--- src/smux_audio_path.sv ---
// Purpose: Digital audio path: host stream check, sample multiplexing, monitor delay
// Assumes: Word clock arrives from outside and marks single-speed frames
// Notes: Host words come in time order, all channels of one instant together

package smux_audio_pkg;
	localparam int SAMPLE_W = 24;
	localparam int SLOTS = 8;
	localparam int FIFO_DEPTH = 16;
	localparam int LINES = 4;
	localparam int MON_DELAY = 3;
	localparam int CLK_HZ = 250000000;
	localparam int CARRIER_MAX_HZ = 48000;
	localparam int FRAME_MIN_CYCLES = (CLK_HZ + CARRIER_MAX_HZ - 1) / CARRIER_MAX_HZ;
	localparam int GAP_W = 20;
	localparam logic [1:0] RATE_CODE_DOUBLE = 2'h1;
	localparam logic [1:0] RATE_CODE_QUAD = 2'h2;
	localparam logic [15:0] ERR_COUNT_RST = 16'h0000;
	localparam logic [7:0] POS_RST = 8'h00;
	localparam logic [2:0] SLOT_RST = 3'h0;
	// Last word index of a frame and the ceiling of the error count
	localparam logic [2:0] WORD_LAST = 3'h7;
	localparam logic [15:0] ERR_COUNT_MAX = 16'hffff;

	typedef enum logic [1:0] {RATE_SINGLE, RATE_DOUBLE, RATE_QUAD} rate_t;
	typedef enum logic {ST_RUN, ST_FILL} fill_state_t;

	// Slot of the k-th word of a frame (time-major arrival order)
	function automatic logic [2:0] slot_of(input logic [2:0] k, input rate_t r);
		case (r)
			RATE_DOUBLE: slot_of = {k[1:0], k[2]};
			RATE_QUAD: slot_of = {k[0], k[2:1]};
			default: slot_of = k;
		endcase
	endfunction : slot_of
endpackage : smux_audio_pkg

`timescale 1ns/100ps
module smux_audio_path import smux_audio_pkg::*; #(
	parameter int FRAME_MIN = FRAME_MIN_CYCLES
) (
	input wire logic clk_in,
	input wire logic rst_n_in,
	input wire logic [1:0] rate_sel_in,
	input wire logic word_clk_in,
	input wire logic usb_valid_in,
	output logic usb_ready_out,
	input wire logic [SAMPLE_W-1:0] usb_data_in,
	input wire logic usb_parity_in,
	input wire logic [7:0] usb_pos_in,
	output logic usb_error_out,
	output logic [15:0] usb_error_count_out,
	output logic dropout_out,
	output logic underrun_out,
	output logic [SLOTS*SAMPLE_W-1:0] port_slots_out,
	output logic port_frame_out,
	output logic [LINES*SAMPLE_W-1:0] aes_left_out,
	output logic [LINES*SAMPLE_W-1:0] aes_right_out,
	output logic [1:0] rate_active_out,
	input wire logic mon_valid_in,
	input wire logic [SAMPLE_W-1:0] mon_data_in,
	output logic mon_valid_out,
	output logic [SAMPLE_W-1:0] mon_data_out
);
	// ----------------------------------------------------------------
	// Host stream check and drop-out refill
	// ----------------------------------------------------------------
	fill_state_t state_q;
	logic [7:0] exp_pos_q;
	logic [7:0] fill_cnt_q;
	logic [15:0] err_cnt_q;
	logic err_q;
	logic drop_q;
	logic fifo_wr_ready;

	// A position gap means host words were lost; zeros refill the gap
	wire logic pos_match = (usb_pos_in == exp_pos_q);
	wire logic parity_ok = ((^usb_data_in) == usb_parity_in);
	wire logic take_word = (state_q == ST_RUN) && usb_valid_in && pos_match && fifo_wr_ready;
	wire logic start_fill = (state_q == ST_RUN) && usb_valid_in && !pos_match;
	wire logic fill_push = (state_q == ST_FILL) && fifo_wr_ready;
	wire logic fifo_wr_valid = take_word || fill_push;
	// Corrupt words are replaced by silence so the slot order is kept
	wire logic [SAMPLE_W-1:0] fifo_wr_data = (take_word && parity_ok) ? usb_data_in : '0;

	assign usb_ready_out = (state_q == ST_RUN) && pos_match && fifo_wr_ready;
	assign usb_error_out = err_q;
	assign usb_error_count_out = err_cnt_q;
	assign dropout_out = drop_q;

	always_ff @(posedge clk_in or negedge rst_n_in) begin
		if (!rst_n_in) begin
			state_q <= ST_RUN;
			exp_pos_q <= POS_RST;
			fill_cnt_q <= POS_RST;
			err_cnt_q <= ERR_COUNT_RST;
			err_q <= 1'b0;
			drop_q <= 1'b0;
		end else begin
			err_q <= take_word && !parity_ok;
			drop_q <= start_fill;
			// Count saturates so a long faulty run cannot wrap to zero
			if (take_word && !parity_ok && (err_cnt_q != ERR_COUNT_MAX)) begin
				err_cnt_q <= err_cnt_q + 16'h0001;
			end
			case (state_q)
				ST_RUN: begin
					if (take_word) begin
						exp_pos_q <= exp_pos_q + 8'h01;
					end else if (start_fill) begin
						// Gap length is taken mod 256, as positions wrap
						fill_cnt_q <= usb_pos_in - exp_pos_q;
						state_q <= ST_FILL;
					end
				end
				ST_FILL: begin
					if (fill_push) begin
						exp_pos_q <= exp_pos_q + 8'h01;
						fill_cnt_q <= fill_cnt_q - 8'h01;
						if (fill_cnt_q == 8'h01) begin
							state_q <= ST_RUN;
						end
					end
				end
				default: state_q <= ST_RUN;
			endcase
		end
	end

	// ----------------------------------------------------------------
	// Sample buffer
	// ----------------------------------------------------------------
	logic fifo_rd_valid;
	logic [SAMPLE_W-1:0] fifo_rd_data;
	logic [2:0] word_idx_q;
	logic stage_full_q;
	wire logic fifo_rd_ready;

	// Depth covers a frame of words plus refill zeros
	sample_fifo #(
		.WIDTH(SAMPLE_W),
		.DEPTH(FIFO_DEPTH)
	) u_fifo (
		.clk_in(clk_in),
		.rst_n_in(rst_n_in),
		.wr_valid_in(fifo_wr_valid),
		.wr_ready_out(fifo_wr_ready),
		.wr_data_in(fifo_wr_data),
		.rd_valid_out(fifo_rd_valid),
		.rd_ready_in(fifo_rd_ready),
		.rd_data_out(fifo_rd_data)
	);

	// ----------------------------------------------------------------
	// Word clock synchroniser and frame rate guard
	// ----------------------------------------------------------------
	// Three flops; a level counts once the second and third agree
	logic wc_s1_q;
	logic wc_s2_q;
	logic wc_s3_q;
	logic wc_lvl_q;
	logic [GAP_W-1:0] gap_cnt_q;

	wire logic wc_agree = (wc_s2_q == wc_s3_q);
	wire logic wc_rise = wc_agree && wc_s3_q && !wc_lvl_q;
	wire logic gap_ok = (gap_cnt_q >= GAP_W'(FRAME_MIN - 1));
	// Rises sooner than FRAME_MIN cycles after a tick are dropped, capping the frame rate
	wire logic frame_tick = wc_rise && gap_ok;

	always_ff @(posedge clk_in or negedge rst_n_in) begin
		if (!rst_n_in) begin
			wc_s1_q <= 1'b0;
			wc_s2_q <= 1'b0;
			wc_s3_q <= 1'b0;
			wc_lvl_q <= 1'b0;
			gap_cnt_q <= '0;
		end else begin
			wc_s1_q <= word_clk_in;
			wc_s2_q <= wc_s1_q;
			wc_s3_q <= wc_s2_q;
			if (wc_agree) begin
				wc_lvl_q <= wc_s3_q;
			end
			if (frame_tick) begin
				gap_cnt_q <= '0;
			end else if (!gap_ok) begin
				gap_cnt_q <= gap_cnt_q + 1'b1;
			end
		end
	end

	// ----------------------------------------------------------------
	// Frame assembly with sample multiplexing
	// ----------------------------------------------------------------
	rate_t rate_q;
	logic [SAMPLE_W-1:0] stage_q [SLOTS];
	logic [SAMPLE_W-1:0] slot_q [SLOTS];
	logic frame_q;
	logic under_q;

	wire rate_t rate_req = (rate_sel_in == RATE_CODE_QUAD) ? RATE_QUAD :
		(rate_sel_in == RATE_CODE_DOUBLE) ? RATE_DOUBLE : RATE_SINGLE;
	// No word leaves the buffer in a tick cycle, as staging is cleared then
	assign fifo_rd_ready = !stage_full_q && !frame_tick;
	wire logic pop_word = fifo_rd_valid && fifo_rd_ready;
	// Arrival is time-major; the slot map groups each channel's samples
	wire logic [2:0] slot_sel = slot_of(word_idx_q, rate_q);

	assign port_frame_out = frame_q;
	assign underrun_out = under_q;
	assign rate_active_out = rate_q;

	always_ff @(posedge clk_in or negedge rst_n_in) begin
		if (!rst_n_in) begin
			rate_q <= RATE_SINGLE;
			word_idx_q <= SLOT_RST;
			stage_full_q <= 1'b0;
			frame_q <= 1'b0;
			under_q <= 1'b0;
			for (int i = 0; i < SLOTS; i++) begin
				stage_q[i] <= '0;
				slot_q[i] <= '0;
			end
		end else begin
			frame_q <= frame_tick;
			// Unfilled slots stay zero and the frame is flagged as underrun
			under_q <= frame_tick && !stage_full_q;
			if (frame_tick) begin
				// Rate changes only at a frame boundary to keep groups intact
				rate_q <= rate_req;
				word_idx_q <= SLOT_RST;
				stage_full_q <= 1'b0;
				for (int i = 0; i < SLOTS; i++) begin
					slot_q[i] <= stage_q[i];
					stage_q[i] <= '0;
				end
			end else if (pop_word) begin
				stage_q[slot_sel] <= fifo_rd_data;
				word_idx_q <= word_idx_q + 3'h1;
				if (word_idx_q == WORD_LAST) begin
					stage_full_q <= 1'b1;
				end
			end
		end
	end

	// ----------------------------------------------------------------
	// Port and line outputs
	// ----------------------------------------------------------------
	// Slot registers feed both the port and the lines in every mode
	genvar g;
	generate
		for (g = 0; g < SLOTS; g++) begin : g_port
			assign port_slots_out[g*SAMPLE_W +: SAMPLE_W] = slot_q[g];
		end
		for (g = 0; g < LINES; g++) begin : g_line
			// At double and quad rate left holds the earlier (even) sample, right the later one
			assign aes_left_out[g*SAMPLE_W +: SAMPLE_W] = slot_q[2*g];
			assign aes_right_out[g*SAMPLE_W +: SAMPLE_W] = slot_q[2*g+1];
		end
	endgenerate

	// ----------------------------------------------------------------
	// Monitor path delay
	// ----------------------------------------------------------------
	logic [SAMPLE_W-1:0] mon_dly_q [MON_DELAY];
	logic [SAMPLE_W-1:0] mon_out_q;
	logic mon_vld_q;

	assign mon_valid_out = mon_vld_q;
	assign mon_data_out = mon_out_q;

	always_ff @(posedge clk_in or negedge rst_n_in) begin
		if (!rst_n_in) begin
			mon_out_q <= '0;
			mon_vld_q <= 1'b0;
			for (int i = 0; i < MON_DELAY; i++) begin
				mon_dly_q[i] <= '0;
			end
		end else begin
			// Samples advance only on valid, so the delay counts samples, not clocks
			mon_vld_q <= mon_valid_in;
			if (mon_valid_in) begin
				mon_dly_q[0] <= mon_data_in;
				for (int i = 1; i < MON_DELAY; i++) begin
					mon_dly_q[i] <= mon_dly_q[i-1];
				end
				mon_out_q <= mon_dly_q[MON_DELAY-1];
			end
		end
	end
endmodule : smux_audio_path

--- src/sample_fifo.sv ---
// Purpose: Sample buffer between the host stream checker and frame assembly
// Assumes: One clock; read data comes from an output register
// Notes: Parameters WIDTH and DEPTH shape the storage; DEPTH is a power of two
`timescale 1ns/100ps
module sample_fifo #(
	parameter int WIDTH = 24,
	parameter int DEPTH = 16
) (
	input wire logic clk_in,
	input wire logic rst_n_in,
	input wire logic wr_valid_in,
	output logic wr_ready_out,
	input wire logic [WIDTH-1:0] wr_data_in,
	output logic rd_valid_out,
	input wire logic rd_ready_in,
	output logic [WIDTH-1:0] rd_data_out
);
	localparam int AW = $clog2(DEPTH);

	logic [WIDTH-1:0] mem_q [DEPTH];
	logic [AW:0] wr_ptr_q;
	logic [AW:0] rd_ptr_q;
	logic [WIDTH-1:0] out_data_q;
	logic out_valid_q;

	wire logic mem_empty = (wr_ptr_q == rd_ptr_q);
	wire logic mem_full = (wr_ptr_q[AW] != rd_ptr_q[AW]) && (wr_ptr_q[AW-1:0] == rd_ptr_q[AW-1:0]);
	wire logic do_wr = wr_valid_in && !mem_full;
	wire logic do_load = !mem_empty && (!out_valid_q || rd_ready_in);

	assign wr_ready_out = !mem_full;
	assign rd_valid_out = out_valid_q;
	assign rd_data_out = out_data_q;

	always_ff @(posedge clk_in) begin
		if (do_wr) begin
			mem_q[wr_ptr_q[AW-1:0]] <= wr_data_in;
		end
	end

	always_ff @(posedge clk_in or negedge rst_n_in) begin
		if (!rst_n_in) begin
			wr_ptr_q <= '0;
			rd_ptr_q <= '0;
			out_valid_q <= 1'b0;
			out_data_q <= '0;
		end else begin
			if (do_wr) begin
				wr_ptr_q <= wr_ptr_q + 1'b1;
			end
			if (do_load) begin
				out_data_q <= mem_q[rd_ptr_q[AW-1:0]];
				rd_ptr_q <= rd_ptr_q + 1'b1;
				out_valid_q <= 1'b1;
			end else if (rd_ready_in) begin
				out_valid_q <= 1'b0;
			end
		end
	end
endmodule : sample_fifo

--- config.mk ---
export PLATFORM = sky130hd
export DESIGN_NAME = smux_audio_path
export DESIGN_NICKNAME = d
export VERILOG_FILES = /design/src/smux_audio_path.sv /design/src/sample_fifo.sv
export SDC_FILE = /design/constraint.sdc
export NUM_CORES = 1
export LEC_CHECK = 0
export BUFFER_PORTS_ARGS = -buffer_cell sky130_fd_sc_hd__buf_2
export CAP_MARGIN = 10
export CORE_MARGIN = 4
export CORE_UTILIZATION = 58
export CTS_CLUSTER_DIAMETER = 200
export DETAILED_ROUTE_END_ITERATION = 12
export PLACE_DENSITY_LB_ADDON = 0.08
export SLEW_MARGIN = 0
export SYNTH_ARGS = -nofsm -noshare
export SYNTH_HDL_FRONTEND = slang
export SYNTH_SLANG_ARGS = --single-unit
--- constraint.sdc ---
create_clock -name clk_in -period 6 [get_ports clk_in]
set_input_delay 1.2 -clock clk_in [delete_from_list [all_inputs] [get_ports clk_in]]
set_output_delay 1.2 -clock clk_in [all_outputs]
set_load 0.02 [all_outputs]
==> impl_summary.txt, run 1 <==
----------------------------------------------------
[Status]
  Run status ... finished clean

[Timing]
  Setup-violating endpoint count in the final report ... 0
  Final cycle utilization of the critical path ... 66.0%
  Total negative slack ... 0 ps
  Post-layout min period ... 3960 ps
  Final clock skew ... 17.1 ps
  Hold violation count in the final report ... 0
  Final worst hold slack ... 356 ps
  Slew at the pin closest to its max-slew limit ... 1220 ps
  Max Freq ... 253 MHz
  Fin. max-slew vios ... 0
  Max-slew headroom at the worst pin ... 18.8%
  Unrepaired setup endpoints after global routing ... false

[CTS]
  Number of buffers added by the clock tree synthesis step ... 96
  CTS sink cnt ... 967
  Count of hold-fix buffers inserted at cts ... 0
  Post-CTS resize count ... 0
  Buffers inserted by post-CTS timing repair ... 0
  Clock Path Buffers ... 3
  Clock network latency to the later pin of the worst-skew pair ... 630 ps
  Clock slew seen by the registers of the worst setup and hold paths ... 60 ps
  Clock tree from TritonCTS ... built
  Clock root buffer ... clkbuf_16
  CTS H-Tree Depth ... 3

[Finish]
  Layout-stage area growth over the synthesis result ... 12.8%
  Utilization after layout ... 66.5%
  Ant diodes ... 0
  Final cell count without fillers ... 4146
  Fraction of layout cells with a size suffix above 1 ... 28.7%
  Number of nets at the end of the flow ... 3292

[Yosys]
  Synthesis-stage register bit count ... 967
  Share of the yosys chip area belonging to registers ... 66.8%
  Area share of the largest cell type after synthesis ... 37.3%
  Number of distinct library cell variants in the gate-level netlist after synthesis ... 58
  Most common cell in the synthesized netlist ... nand2_1
  Number of cells produced by synthesis ... 2933
  Count of flip-flops with a built-in enable after synthesis ... 384
  Most common library cells after synthesis ... nand2_1, dfrtp_1, edfxtp_1
  Top area cells in the synthesized netlist ... dfrtp_1, edfxtp_1, mux4_2
  Post-synthesis cell type with the largest combined area ... dfrtp_1
  Netlist Area Pre-Place ... 0.0391 mm²
  Share of flip-flops with an asynchronous set or reset after synthesis ... 60.3%
  Most instantiated flip-flop cell in the synthesis netlist ... dfrtp_1
  Average footprint of a synthesized cell ... 13.3 µm²
  Warnings, synthesis ... 0
  Mapped Nets ... 3021

[Place]
  Post-placement cell count ... 3970
  Post-detail-place hpwl ... 60800 µm
  # port buffers ... 495
  Routability-driven placement congestion ratio ... 0.816

[Power]
  Power density of the placed cells ... 354 mW/mm²
  Static leakage power ... 20.3 nW
  Peak VDD IR ... 0.000327 V

[Floorplanning]
  Vertical die dimension ... 268 µm
  Number of top-level pins ... 496
  Placement Rows ... 94
  Chip Width ... 268 µm
  Total core area ... 0.0663 mm²
  Die ar. ... 0.0716 mm²
  Starting density of the core ... 58.9%

[Global route]
  Antenna violations before repair ... 1
  Overall routing resource usage ... 26.8%
  Gr ovfl total ... 0
  Largest net degree at the start of global routing ... 260
  Number of global-route vias before repair ... 23200
  Wire length of the first global-routing pass ... 145000 µm

[Detailed routing]
  DRC Markers ... 0
  Average via count per standard cell ... 5.68
  First DRT Iteration DRCs ... 2299
  Number of nets still failing antenna checks after routing ... 0
  Wire length reported by the detailed router ... 96400 µm
  Vias ... 23600
  TritonRoute pass-1 iters ... 5
  Wirelength per Cell ... 23.2 µm

[Worst setup path]
  Kind of start point of the critical path ... input port
  Critical path data arrival time ... 2760 ps
  Crit Path Category ... in2out
  Worst setup EP type ... primary output
  Reg-to-reg setup timing slack ... 2280 ps
  Most repeated library cell on the critical path ... buf_2
  Worst path required time ... 4800 ps
  Slowest Stage Delay on Critical Path ... 580 ps
  Maximum fanout count along the critical path ... 5
  Crit-path slowest cell ... nor3_1
  Crit-path cells ... buf_2 > ha_1 > nand4_1 > nor3_1 > and3_1 > buf_2

[Job]
  Maximum Capacitance Violations ... 0

[Hold path]
  Min-delay worst type ... reg2reg

----------------------------------------------------
-- path summary, 6_finish.rpt --
path | from | endpoint | depth (start not counted)
max reg2reg | gap_cnt_q[3] | aes_left_out[15] | 9
max in group asynchronous | rst_n_in | aes_right_out[94] | 2
min reg2reg | wc_s1_q | wc_s2_q | 0
min in group asynchronous | rst_n_in | usb_error_count_out[0] | 1
max | usb_pos_in[6] | usb_ready_out | 6
min | wc_s1_q | wc_s2_q | 0
-- layout by cell type (no fill, tap or decap), drive strengths merged, types with 5 or more instances in the layout --
| master | count |
|---|---|
| nand3 | 207 |
| bufinv | 8 |
| inv | 30 |
| edfxtp | 384 |
| o211ai | 11 |
| a21oi | 16 |
| xnor2 | 49 |
| mux4 | 120 |
| mux2i | 8 |
| dfrtp | 583 |
| xor2 | 13 |
| mux2 | 123 |
| nor2 | 21 |
| nor3 | 10 |
| nand4 | 9 |
| and2 | 47 |
| and3 | 12 |
| buf | 525 |
| nand2 | 645 |
| o21ai | 214 |
| nand2b | 5 |
| ha | 23 |
| nor2b | 5 |
| clkbuf | 144 |
| clkinv | 19 |
-- routing by layer --
layer	share of wire (%)	global-route usage [%]	up-vias	routed length (µm)
met5	0	0	-	0
met1	40	35.8	12000	38400
met4	2.8	7.33	0	2710
met3	5.5	3.76	161	5310
met2	52	46.7	770	50000
li1	-	-	10600	-
-- sequential cells by signal, summed over array words and instances (netlist names), 2 cells and up --
register             count
u_fifo.wr_ptr_q          5
aes_left_out            96
exp_pos_q                8
stage_q                192
word_idx_q               3
aes_right_out           96
u_fifo.mem_q           384
mon_data_out            24
mon_dly_q               72
u_fifo.rd_ptr_q          5
fill_cnt_q               8
gap_cnt_q               20
u_fifo.rd_data_out      24
rate_active_out          2
usb_error_count_out     16
-- report_power, final --
group	switching (mW)	leakage (nW)	internal, mW
clock network	2.43	1.56	3.57
registers	0.273	11.2	7.56
logic	1.09	7.59	0.697
total	3.79	20.3	11.8
-- stage by stage --
step / worst slack, ps / cell area [µm²] / power, mW
floorplan: 959 / 39100 / 9.04
global placement: 1810 / 40900 / 9.67
CTS: 2060 / 44100 / 15.8
detailed placement: 1690 / 40900 / 9.77
finish: 2040 / 44100 / 15.6
global route: 1970 / 44100 / 16.3
-- critical path, delay by kind of cell --
kind	cells	cell delay [ps]
adder cells (fa/ha/maj)	1	350
buffers and inverters	2	260
AND/OR/NAND/NOR	3	940
-- logic make-up (layout without fill, tap and decap cells) --
| family | after synthesis | in the layout | synth area share [%] |
|---|---|---|---|
| flops | 967 | 967 | 66.8 |
| xor+xnor | 64 | 64 | 1.52 |
| compound gates | 269 | 269 | 3.80 |
| buf+inv | 380 | 729 | 5.59 |
| simple gates | 978 | 978 | 10.8 |
| mux | 251 | 251 | 10.7 |
| fa+ha+maj | 24 | 24 | 0.788 |
-- area by class of cell --
| cell class | count | area (µm²) |
|---|---|---|
| sequential | 967 | 26100 |
| clock inverter | 32 | 379 |
| multi-input combinational | 1586 | 10800 |
| tap | 864 | 1080 |
| timing repair buffer | 525 | 2780 |
| clock buffer | 144 | 2810 |
| inverter | 28 | 110 |
| fill | 4889 | 22200 |
No activity file was read; power rests on OpenSTA's default activity.
==> inputs of run 2 (changes only) <==
Settings changed: ABC_AREA set to 1, CORE_UTILIZATION 58 to 53.
Clock period 6 ns to 3.5 ns, I/O delays scaled along.
==> impl_summary.txt, run 2 <==
----------------------------------------------------
[Status]
  Run status ... finished clean (unchanged)

[Worst setup path]
  Depth of the worst register-to-register path ... 11 (was 9)
  Maximum fanout count along the critical path ... 4 (was 5)
  Crit Path Category ... reg2out (was in2out)
  Buffering stage count on the worst path with inverters included ... 4 (was 2)
  Crit-path cells ... inv_1 > ha_1 > inv_1 > nor3_1 > nand4_1 > nor2_1 > nand2_1 > inv_1 > buf_2 (was buf_2 > ha_1 > nand4_1 > nor3_1 > and3_1 > buf_2)
  Crit path depth ... 9 (was 6)
  Cell class contributing the biggest share of worst-path delay ... simple AND/OR/NAND/NOR gates (unchanged)
  Crit-path slowest cell ... dfrtp_1 (was nor3_1)
  Kind of start point of the critical path ... register (was input port)
  Slowest Stage Delay on Critical Path ... 370 ps (was 580 ps)
  Worst path required time ... 2800 ps (was 4800 ps)
  Most repeated library cell on the critical path ... inv_1 (was buf_2)
  Worst setup EP type ... primary output (unchanged)
  Critical path data arrival time ... 2390 ps (was 2760 ps)

[Global route]
  Overall routing resource usage ... 25.1% (was 26.8%)
  Gr ovfl total ... 0 (unchanged)
  Number of global-route vias before repair ... 27200 (was 23200)
  Antenna violations before repair ... 1 (unchanged)
  Largest net degree at the start of global routing ... 196 (was 260)
  Wire length of the first global-routing pass ... 161000 µm (was 145000 µm)

[Yosys]
  Number of cells produced by synthesis ... 4143 (was 2933)
  Most common library cells after synthesis ... nand2_1, dfrtp_1, nor2_1 (was nand2_1, dfrtp_1, edfxtp_1)
  Mapped Nets ... 4231 (was 3021)
  Average footprint of a synthesized cell ... 9.89 µm² (was 13.3 µm²)
  Most instantiated flip-flop cell in the synthesis netlist ... dfrtp_1 (unchanged)
  Area share of the largest cell type after synthesis ... 35.6% (was 37.3%)
  Warnings, synthesis ... 0 (unchanged)
  Share of flip-flops with an asynchronous set or reset after synthesis ... 60.3% (unchanged)
  Top area cells in the synthesized netlist ... dfrtp_1, edfxtp_1, nand2_1 (was dfrtp_1, edfxtp_1, mux4_2)
  Netlist Area Pre-Place ... 0.0410 mm² (was 0.0391 mm²)
  Most common cell in the synthesized netlist ... nand2_1 (unchanged)
  Share of the yosys chip area belonging to registers ... 63.8% (was 66.8%)
  Post-synthesis cell type with the largest combined area ... dfrtp_1 (unchanged)
  Number of distinct library cell variants in the gate-level netlist after synthesis ... 50 (was 58)
  Count of flip-flops with a built-in enable after synthesis ... 384 (unchanged)
  Synthesis-stage register bit count ... 967 (unchanged)

[Power]
  Clock power frac ... 39.0% (was 38.4%)
  Design internal power ... 19.6 mW (was 11.8 mW)
  Switching share of power ... 24.6% (was 24.3%)
  Static leakage power ... 22.4 nW (was 20.3 nW)
  Sequential share of power ... 50.6% (was 50.2%)
  Power density of the placed cells ... 560 mW/mm² (was 354 mW/mm²)
  Part of the power in combinational logic ... 10.4% (was 11.4%)
  P_sw ... 6.41 mW (was 3.79 mW)
  Peak VDD IR ... 0.000345 V (was 0.000327 V)

[CTS]
  Clock slew seen by the registers of the worst setup and hold paths ... 60 ps (about the same)
  Clock network latency to the later pin of the worst-skew pair ... 640 ps (was 630 ps)
  Post-CTS resize count ... 0 (unchanged)
  CTS H-Tree Depth ... 3 (unchanged)
  Buffers inserted by post-CTS timing repair ... 0 (unchanged)
  Clock root buffer ... clkbuf_16 (unchanged)
  Clock tree from TritonCTS ... built (unchanged)
  Number of buffers added by the clock tree synthesis step ... 99 (was 96)
  CTS sink cnt ... 967 (unchanged)
  Clock Path Buffers ... 3 (unchanged)
  Count of hold-fix buffers inserted at cts ... 0 (unchanged)

[Timing]
  Total negative slack ... 0 ps (unchanged)
  Post-layout min period ... 3090 ps
  Max Freq ... 323 MHz
  Hold violation count in the final report ... 0 (unchanged)
  Slew at the pin closest to its max-slew limit ... 953 ps (was 1220 ps)
  Fin. max-slew vios ... 0 (unchanged)
  Final clock skew ... 28.1 ps (was 17.1 ps)
  Setup-violating endpoint count in the final report ... 0 (unchanged)
  Final cycle utilization of the critical path ... 88.3%
  Unrepaired setup endpoints after global routing ... false (unchanged)
  Max-slew headroom at the worst pin ... 36.5% (was 18.8%)

[Place]
  # port buffers ... 495 (unchanged)
  Post-detail-place hpwl ... 67400 µm (was 60800 µm)
  Routability-driven placement congestion ratio ... 0.831 (was 0.816)

[Floorplanning]
  Vertical die dimension ... 286 µm (was 268 µm)
  Number of top-level pins ... 496 (unchanged)
  Chip Width ... 286 µm (was 268 µm)
  Total core area ... 0.0763 mm² (was 0.0663 mm²)
  Placement Rows ... 101 (was 94)
  Starting density of the core ... 53.7% (was 58.9%)
  Die ar. ... 0.0818 mm² (was 0.0716 mm²)

[Finish]
  Fraction of layout cells with a size suffix above 1 ... 17.7% (was 28.7%)
  Most common cell after layout, fill and taps aside ... nand2_1 (unchanged)
  Leading cell types in the layout, fill and taps excluded ... nand2_1, dfrtp_1, buf_2 (unchanged)
  Fill cell instance count of the final layout ... 6596 (was 4889)
  Ant diodes ... 0 (unchanged)
  Number of nets at the end of the flow ... 4515 (was 3292)
  Number of flip-flops in the largest register ... 384 (unchanged)
  Utilization after layout ... 60.8% (was 66.5%)
  Layout-stage area growth over the synthesis result ... 13.4% (was 12.8%)

[Hold path]
  Min-delay worst type ... in2async (was reg2reg)

[Detailed routing]
  TritonRoute pass-1 iters ... 5 (unchanged)
  Average via count per standard cell ... 5.17 (was 5.68)
  Wire length reported by the detailed router ... 104000 µm (was 96400 µm)
  DRC Markers ... 0 (unchanged)
  Wirelength per Cell ... 18.7 µm (was 23.2 µm)
  First DRT Iteration DRCs ... 2490 (was 2299)
  Number of nets still failing antenna checks after routing ... 0 (unchanged)
  Vias ... 28600 (was 23600)

[Job]
  Maximum Capacitance Violations ... 0 (unchanged)

----------------------------------------------------
-- run 2: worst paths after layout --
check	startpoint	endpoint	slack, ps
max	exp_pos_q[4]	usb_ready_out	410
max in group asynchronous	rst_n_in	aes_right_out[88]	2420
max reg2reg	exp_pos_q[4]	u_fifo.mem_q[0][0]	670
min	rst_n_in	aes_right_out[57]	60
min reg2reg	wc_s1_q	wc_s2_q	350
min in group clk_in	word_clk_in	wc_s1_q	160
-- run 2: metrics by stage --
stage | cells | hold slack, ps | worst slack, ps | cell area (µm²) | power [mW]
2_1_floorplan | 4143 | 331 | 71.3 | 41000 | 14.9
3_3_place_gp | 5356 | 334 | 310 | 43300 | 16.1
3_5_place_dp | 5356 | 335 | 325 | 43300 | 16.1
4_1_cts | 5534 | 53.4 | 379 | 46400 | 26.2
5_1_grt | 5534 | 78.7 | 230 | 46400 | 27.1
6_report | 5534 | 58.3 | 408 | 46400 | 26.0
-- run 2: final cells by class --
cell class	count	area [µm²]	share of cell area, %
multi-input combinational	2595	11700	25.2
tap	1030	1290	2.78
clock buffer	141	2790	6.00
clock inverter	37	339	0.730
sequential	967	26100	56.3
timing repair buffer	592	3540	7.63
inverter	172	653	1.41
-- run 2: routing by layer --
layer	share of wire [%]	GRT usage, %	routed length [µm]	vias up
li1	-	-	-	13800
met1	43	35.3	44900	13800
met2	48	41.8	50100	859
met3	6.1	3.51	6350	132
met4	2.1	6.23	2220	0
met5	0	0	0	-
-- run 2: kinds of logic after synthesis --
logic type | after synthesis | share of synthesized area, %
adders and majority gates | 24 | 0.751
xor gates and xnor gates | 48 | 1.03
buffers and inverters | 581 | 7.82
and+or+nand+nor | 2109 | 20.4
AOI/OAI and AO/OA | 399 | 5.88
muxes | 15 | 0.370
DFF | 967 | 63.8
-- run 2: power by group through the flow --
stage,Clock [mW],Combinational [mW],Sequential [mW]
2_1_floorplan,0,1.51,13.4
6_report,10.1,2.71,13.2
3_3_place_gp,0,2.71,13.3
5_1_grt,10.8,3.03,13.2
3_5_place_dp,0,2.74,13.4
4_1_cts,10.3,2.75,13.1
==> inputs of run 3 (changes only) <==
Settings changed: CORE_UTILIZATION 53 to 30.
==> impl_summary.txt, run 3 (synthesized netlist as in run 2, its figures left out) <==
----------------------------------------------------
[Status]
  Run status ... finished clean (unchanged)

[Floorplanning]
  Chip Width ... 378 µm (was 286 µm)
  Starting density of the core ... 30.2% (was 53.7%)
  Number of top-level pins ... 496 (unchanged)
  Die ar. ... 0.143 mm² (was 0.0818 mm²)
  Vertical die dimension ... 378 µm (was 286 µm)
  Total core area ... 0.136 mm² (was 0.0763 mm²)
  Placement Rows ... 135 (was 101)

[Power]
  Static leakage power ... 22.7 nW (was 22.4 nW)
  Switching share of power ... 25.5% (was 24.6%)
  Peak VDD IR ... 0.000372 V (was 0.000345 V)
  P_sw ... 7.07 mW (was 6.41 mW)
  Part of the power in combinational logic ... 10.2% (was 10.4%)
  Power density of the placed cells ... 578 mW/mm² (was 560 mW/mm²)
  Sequential share of power ... 47.4% (was 50.6%)
  Clock power frac ... 42.4% (was 39.0%)
  Design internal power ... 20.7 mW (was 19.6 mW)

[Timing]
  Slew at the pin closest to its max-slew limit ... 1040 ps (was 953 ps)
  Total negative slack ... 0 ps (unchanged)
  Unrepaired setup endpoints after global routing ... false (unchanged)
  Max Freq ... 308 MHz (was 323 MHz)
  Final cycle utilization of the critical path ... 92.8% (was 88.3%)
  Final clock skew ... 37.4 ps (was 28.1 ps)
  Hold violation count in the final report ... 0 (unchanged)
  Fin. max-slew vios ... 0 (unchanged)
  Post-layout min period ... 3250 ps (was 3090 ps)
  Max-slew headroom at the worst pin ... 30.9% (was 36.5%)
  Setup-violating endpoint count in the final report ... 0 (unchanged)

[Detailed routing]
  First DRT Iteration DRCs ... 1795 (was 2490)
  Average via count per standard cell ... 4.48 (was 5.17)
  TritonRoute pass-1 iters ... 5 (unchanged)
  Wirelength per Cell ... 19.4 µm (was 18.7 µm)
  Number of nets still failing antenna checks after routing ... 0 (unchanged)
  Vias ... 28300 (was 28600)
  DRC Markers ... 0 (unchanged)
  Wire length reported by the detailed router ... 123000 µm (was 104000 µm)

[Place]
  Post-detail-place hpwl ... 77900 µm (was 67400 µm)
  DP Area ... 0.0443 mm² (was 0.0433 mm²)
  Routability-driven placement congestion ratio ... 0.762 (was 0.831)
  # port buffers ... 495 (unchanged)

[CTS]
  Clock slew seen by the registers of the worst setup and hold paths ... 60 ps (about the same)
  Number of buffers added by the clock tree synthesis step ... 113 (was 99)
  Clock tree from TritonCTS ... built (unchanged)
  CTS sink cnt ... 967 (unchanged)
  Post-CTS resize count ... 0 (unchanged)
  Clock network latency to the later pin of the worst-skew pair ... 720 ps (was 640 ps)
  Clock Path Buffers ... 3 (unchanged)
  CTS H-Tree Depth ... 3 (unchanged)
  Clock root buffer ... clkbuf_16 (unchanged)

[Global route]
  Gr ovfl total ... 0 (unchanged)
  Overall routing resource usage ... 17.0% (was 25.1%)
  Number of global-route vias before repair ... 27800 (was 27200)
  Largest net degree at the start of global routing ... 113 (was 196)
  Wire length of the first global-routing pass ... 184000 µm (was 161000 µm)
  Antenna violations before repair ... 1 (unchanged)

[Finish]
  Number of flip-flops in the largest register ... 384 (unchanged)
  Most common cell after layout, fill and taps aside ... nand2_1 (unchanged)
  Fraction of layout cells with a size suffix above 1 ... 18.1% (was 17.7%)
  Final instance area ... 0.0480 mm² (was 0.0464 mm²)
  Number of nets at the end of the flow ... 4530 (was 4515)
  Utilization after layout ... 35.4% (was 60.8%)
  Leading cell types in the layout, fill and taps excluded ... nand2_1, dfrtp_1, buf_2 (unchanged)
  Layout-stage area growth over the synthesis result ... 17.3% (was 13.4%)

[Worst setup path]
  Reg-to-reg setup timing slack ... 500 ps (was 670 ps)
  Kind of start point of the critical path ... register (unchanged)
  Worst setup EP type ... primary output (unchanged)
  Depth of the worst register-to-register path ... 11 (unchanged)
  Startpoint of the worst-slack reg-to-reg timing path ... exp_pos_q[4] (unchanged)
  Worst path required time ... 2800 ps (about the same)
  Critical path data arrival time ... 2550 ps (was 2390 ps)
  Worst R2R End ... u_fifo.mem_q[2][19] (was u_fifo.mem_q[0][0])
  Crit Path Category ... reg2out (unchanged)
  Maximum fanout count along the critical path ... 4 (unchanged)

[Hold path]
  Min-Delay Path Depth ... 1
  Min-delay src ... word_clk_in
  Endpoint, Worst Hold ... wc_s1_q
  Min-delay worst type ... in2reg (was in2async)

[Job]
  Maximum Capacitance Violations ... 0 (unchanged)

----------------------------------------------------
[run 3: cell types whose count changed in the layout (fill, tap and decap cells not counted), moves of 4 or more]
| cell | before | now |
|---|---|---|
| clkinv_1 | 6 | 25 |
| clkbuf_16 | 100 | 113 |
| clkbuf_1 | 28 | 20 |
| buf_12 | 26 | 31 |
| buf_4 | 72 | 67 |
| clkbuf_8 | 13 | 18 |
| bufinv_16 | 5 | 9 |
| clkinvlp_4 | 6 | 2 |
[run 3: how the worst max path moves through the flow]
stage,start,endpoint,slack (ps),depth (start not counted)
finish,exp_pos_q[4],usb_ready_out,250,9
floorplan,usb_pos_in[4],u_fifo.mem_q[0][0],70,10
detailed placement,usb_pos_in[4],u_fifo.mem_q[2][4],140,11
global route,exp_pos_q[4],usb_ready_out,10,9
global placement,usb_pos_in[3],u_fifo.mem_q[2][6],130,11
CTS,exp_pos_q[4],usb_ready_out,160,9
[run 3: layout make-up]
class | count | area (µm²)
inverter | 172 | 653
sequential | 967 | 26100
clock buffer | 151 | 3150
multi-input combinational | 2595 | 11700
clock inverter | 60 | 564
fill | 13900 | 87600
timing repair buffer | 593 | 3620
antenna | 1 | 2.50
tap | 1781 | 2230
[run 3: metrics by stage]
stage          hold WS [ps]  setup slack (ps)  std cells  power (mW)
3_5_place_dp            350               143       6107        16.3
4_1_cts                48.6               155       6319        28.3
3_3_place_gp            345               133       6107        16.3
6_report                124               253       6320        27.7
2_1_floorplan           331              71.3       4143        14.9
5_1_grt                75.3              13.5       6319        29.1
[run 3: critical path: stages (launching register included)]
cell	delay (ps)
dfrtp_1	380
inv_1	80
ha_1	340
inv_1	70
nor3_1	280
nand4_1	220
nor2_1	130
nand2_1	80
inv_1	90
buf_2	170
[run 3: routing by layer]
metal | vias up | track usage, % | part of all wire (%)
li1 | 13900 | - | -
met1 | 13700 | 23.4 | 46
met5 | - | 0 | 0
met3 | 131 | 2.25 | 3.8
met2 | 571 | 28.6 | 48
met4 | 0 | 3.99 | 1.8
[run 3: power groups by stage]
stage | Combinational, mW | Clock (mW) | Sequential [mW]
2_1_floorplan | 1.51 | 0 | 13.4
6_report | 2.84 | 11.8 | 13.2
3_3_place_gp | 2.92 | 0 | 13.4
3_5_place_dp | 2.91 | 0 | 13.4
4_1_cts | 2.92 | 12.2 | 13.2
5_1_grt | 3.19 | 12.7 | 13.2
[run 3: repair_timing]
item | CTS | global route
endpoints found under the setup margin | 0 | 1
hold buffers | 1 | 0
buffers inserted | 0 | 0
hold endpoints to repair | 40 | 0
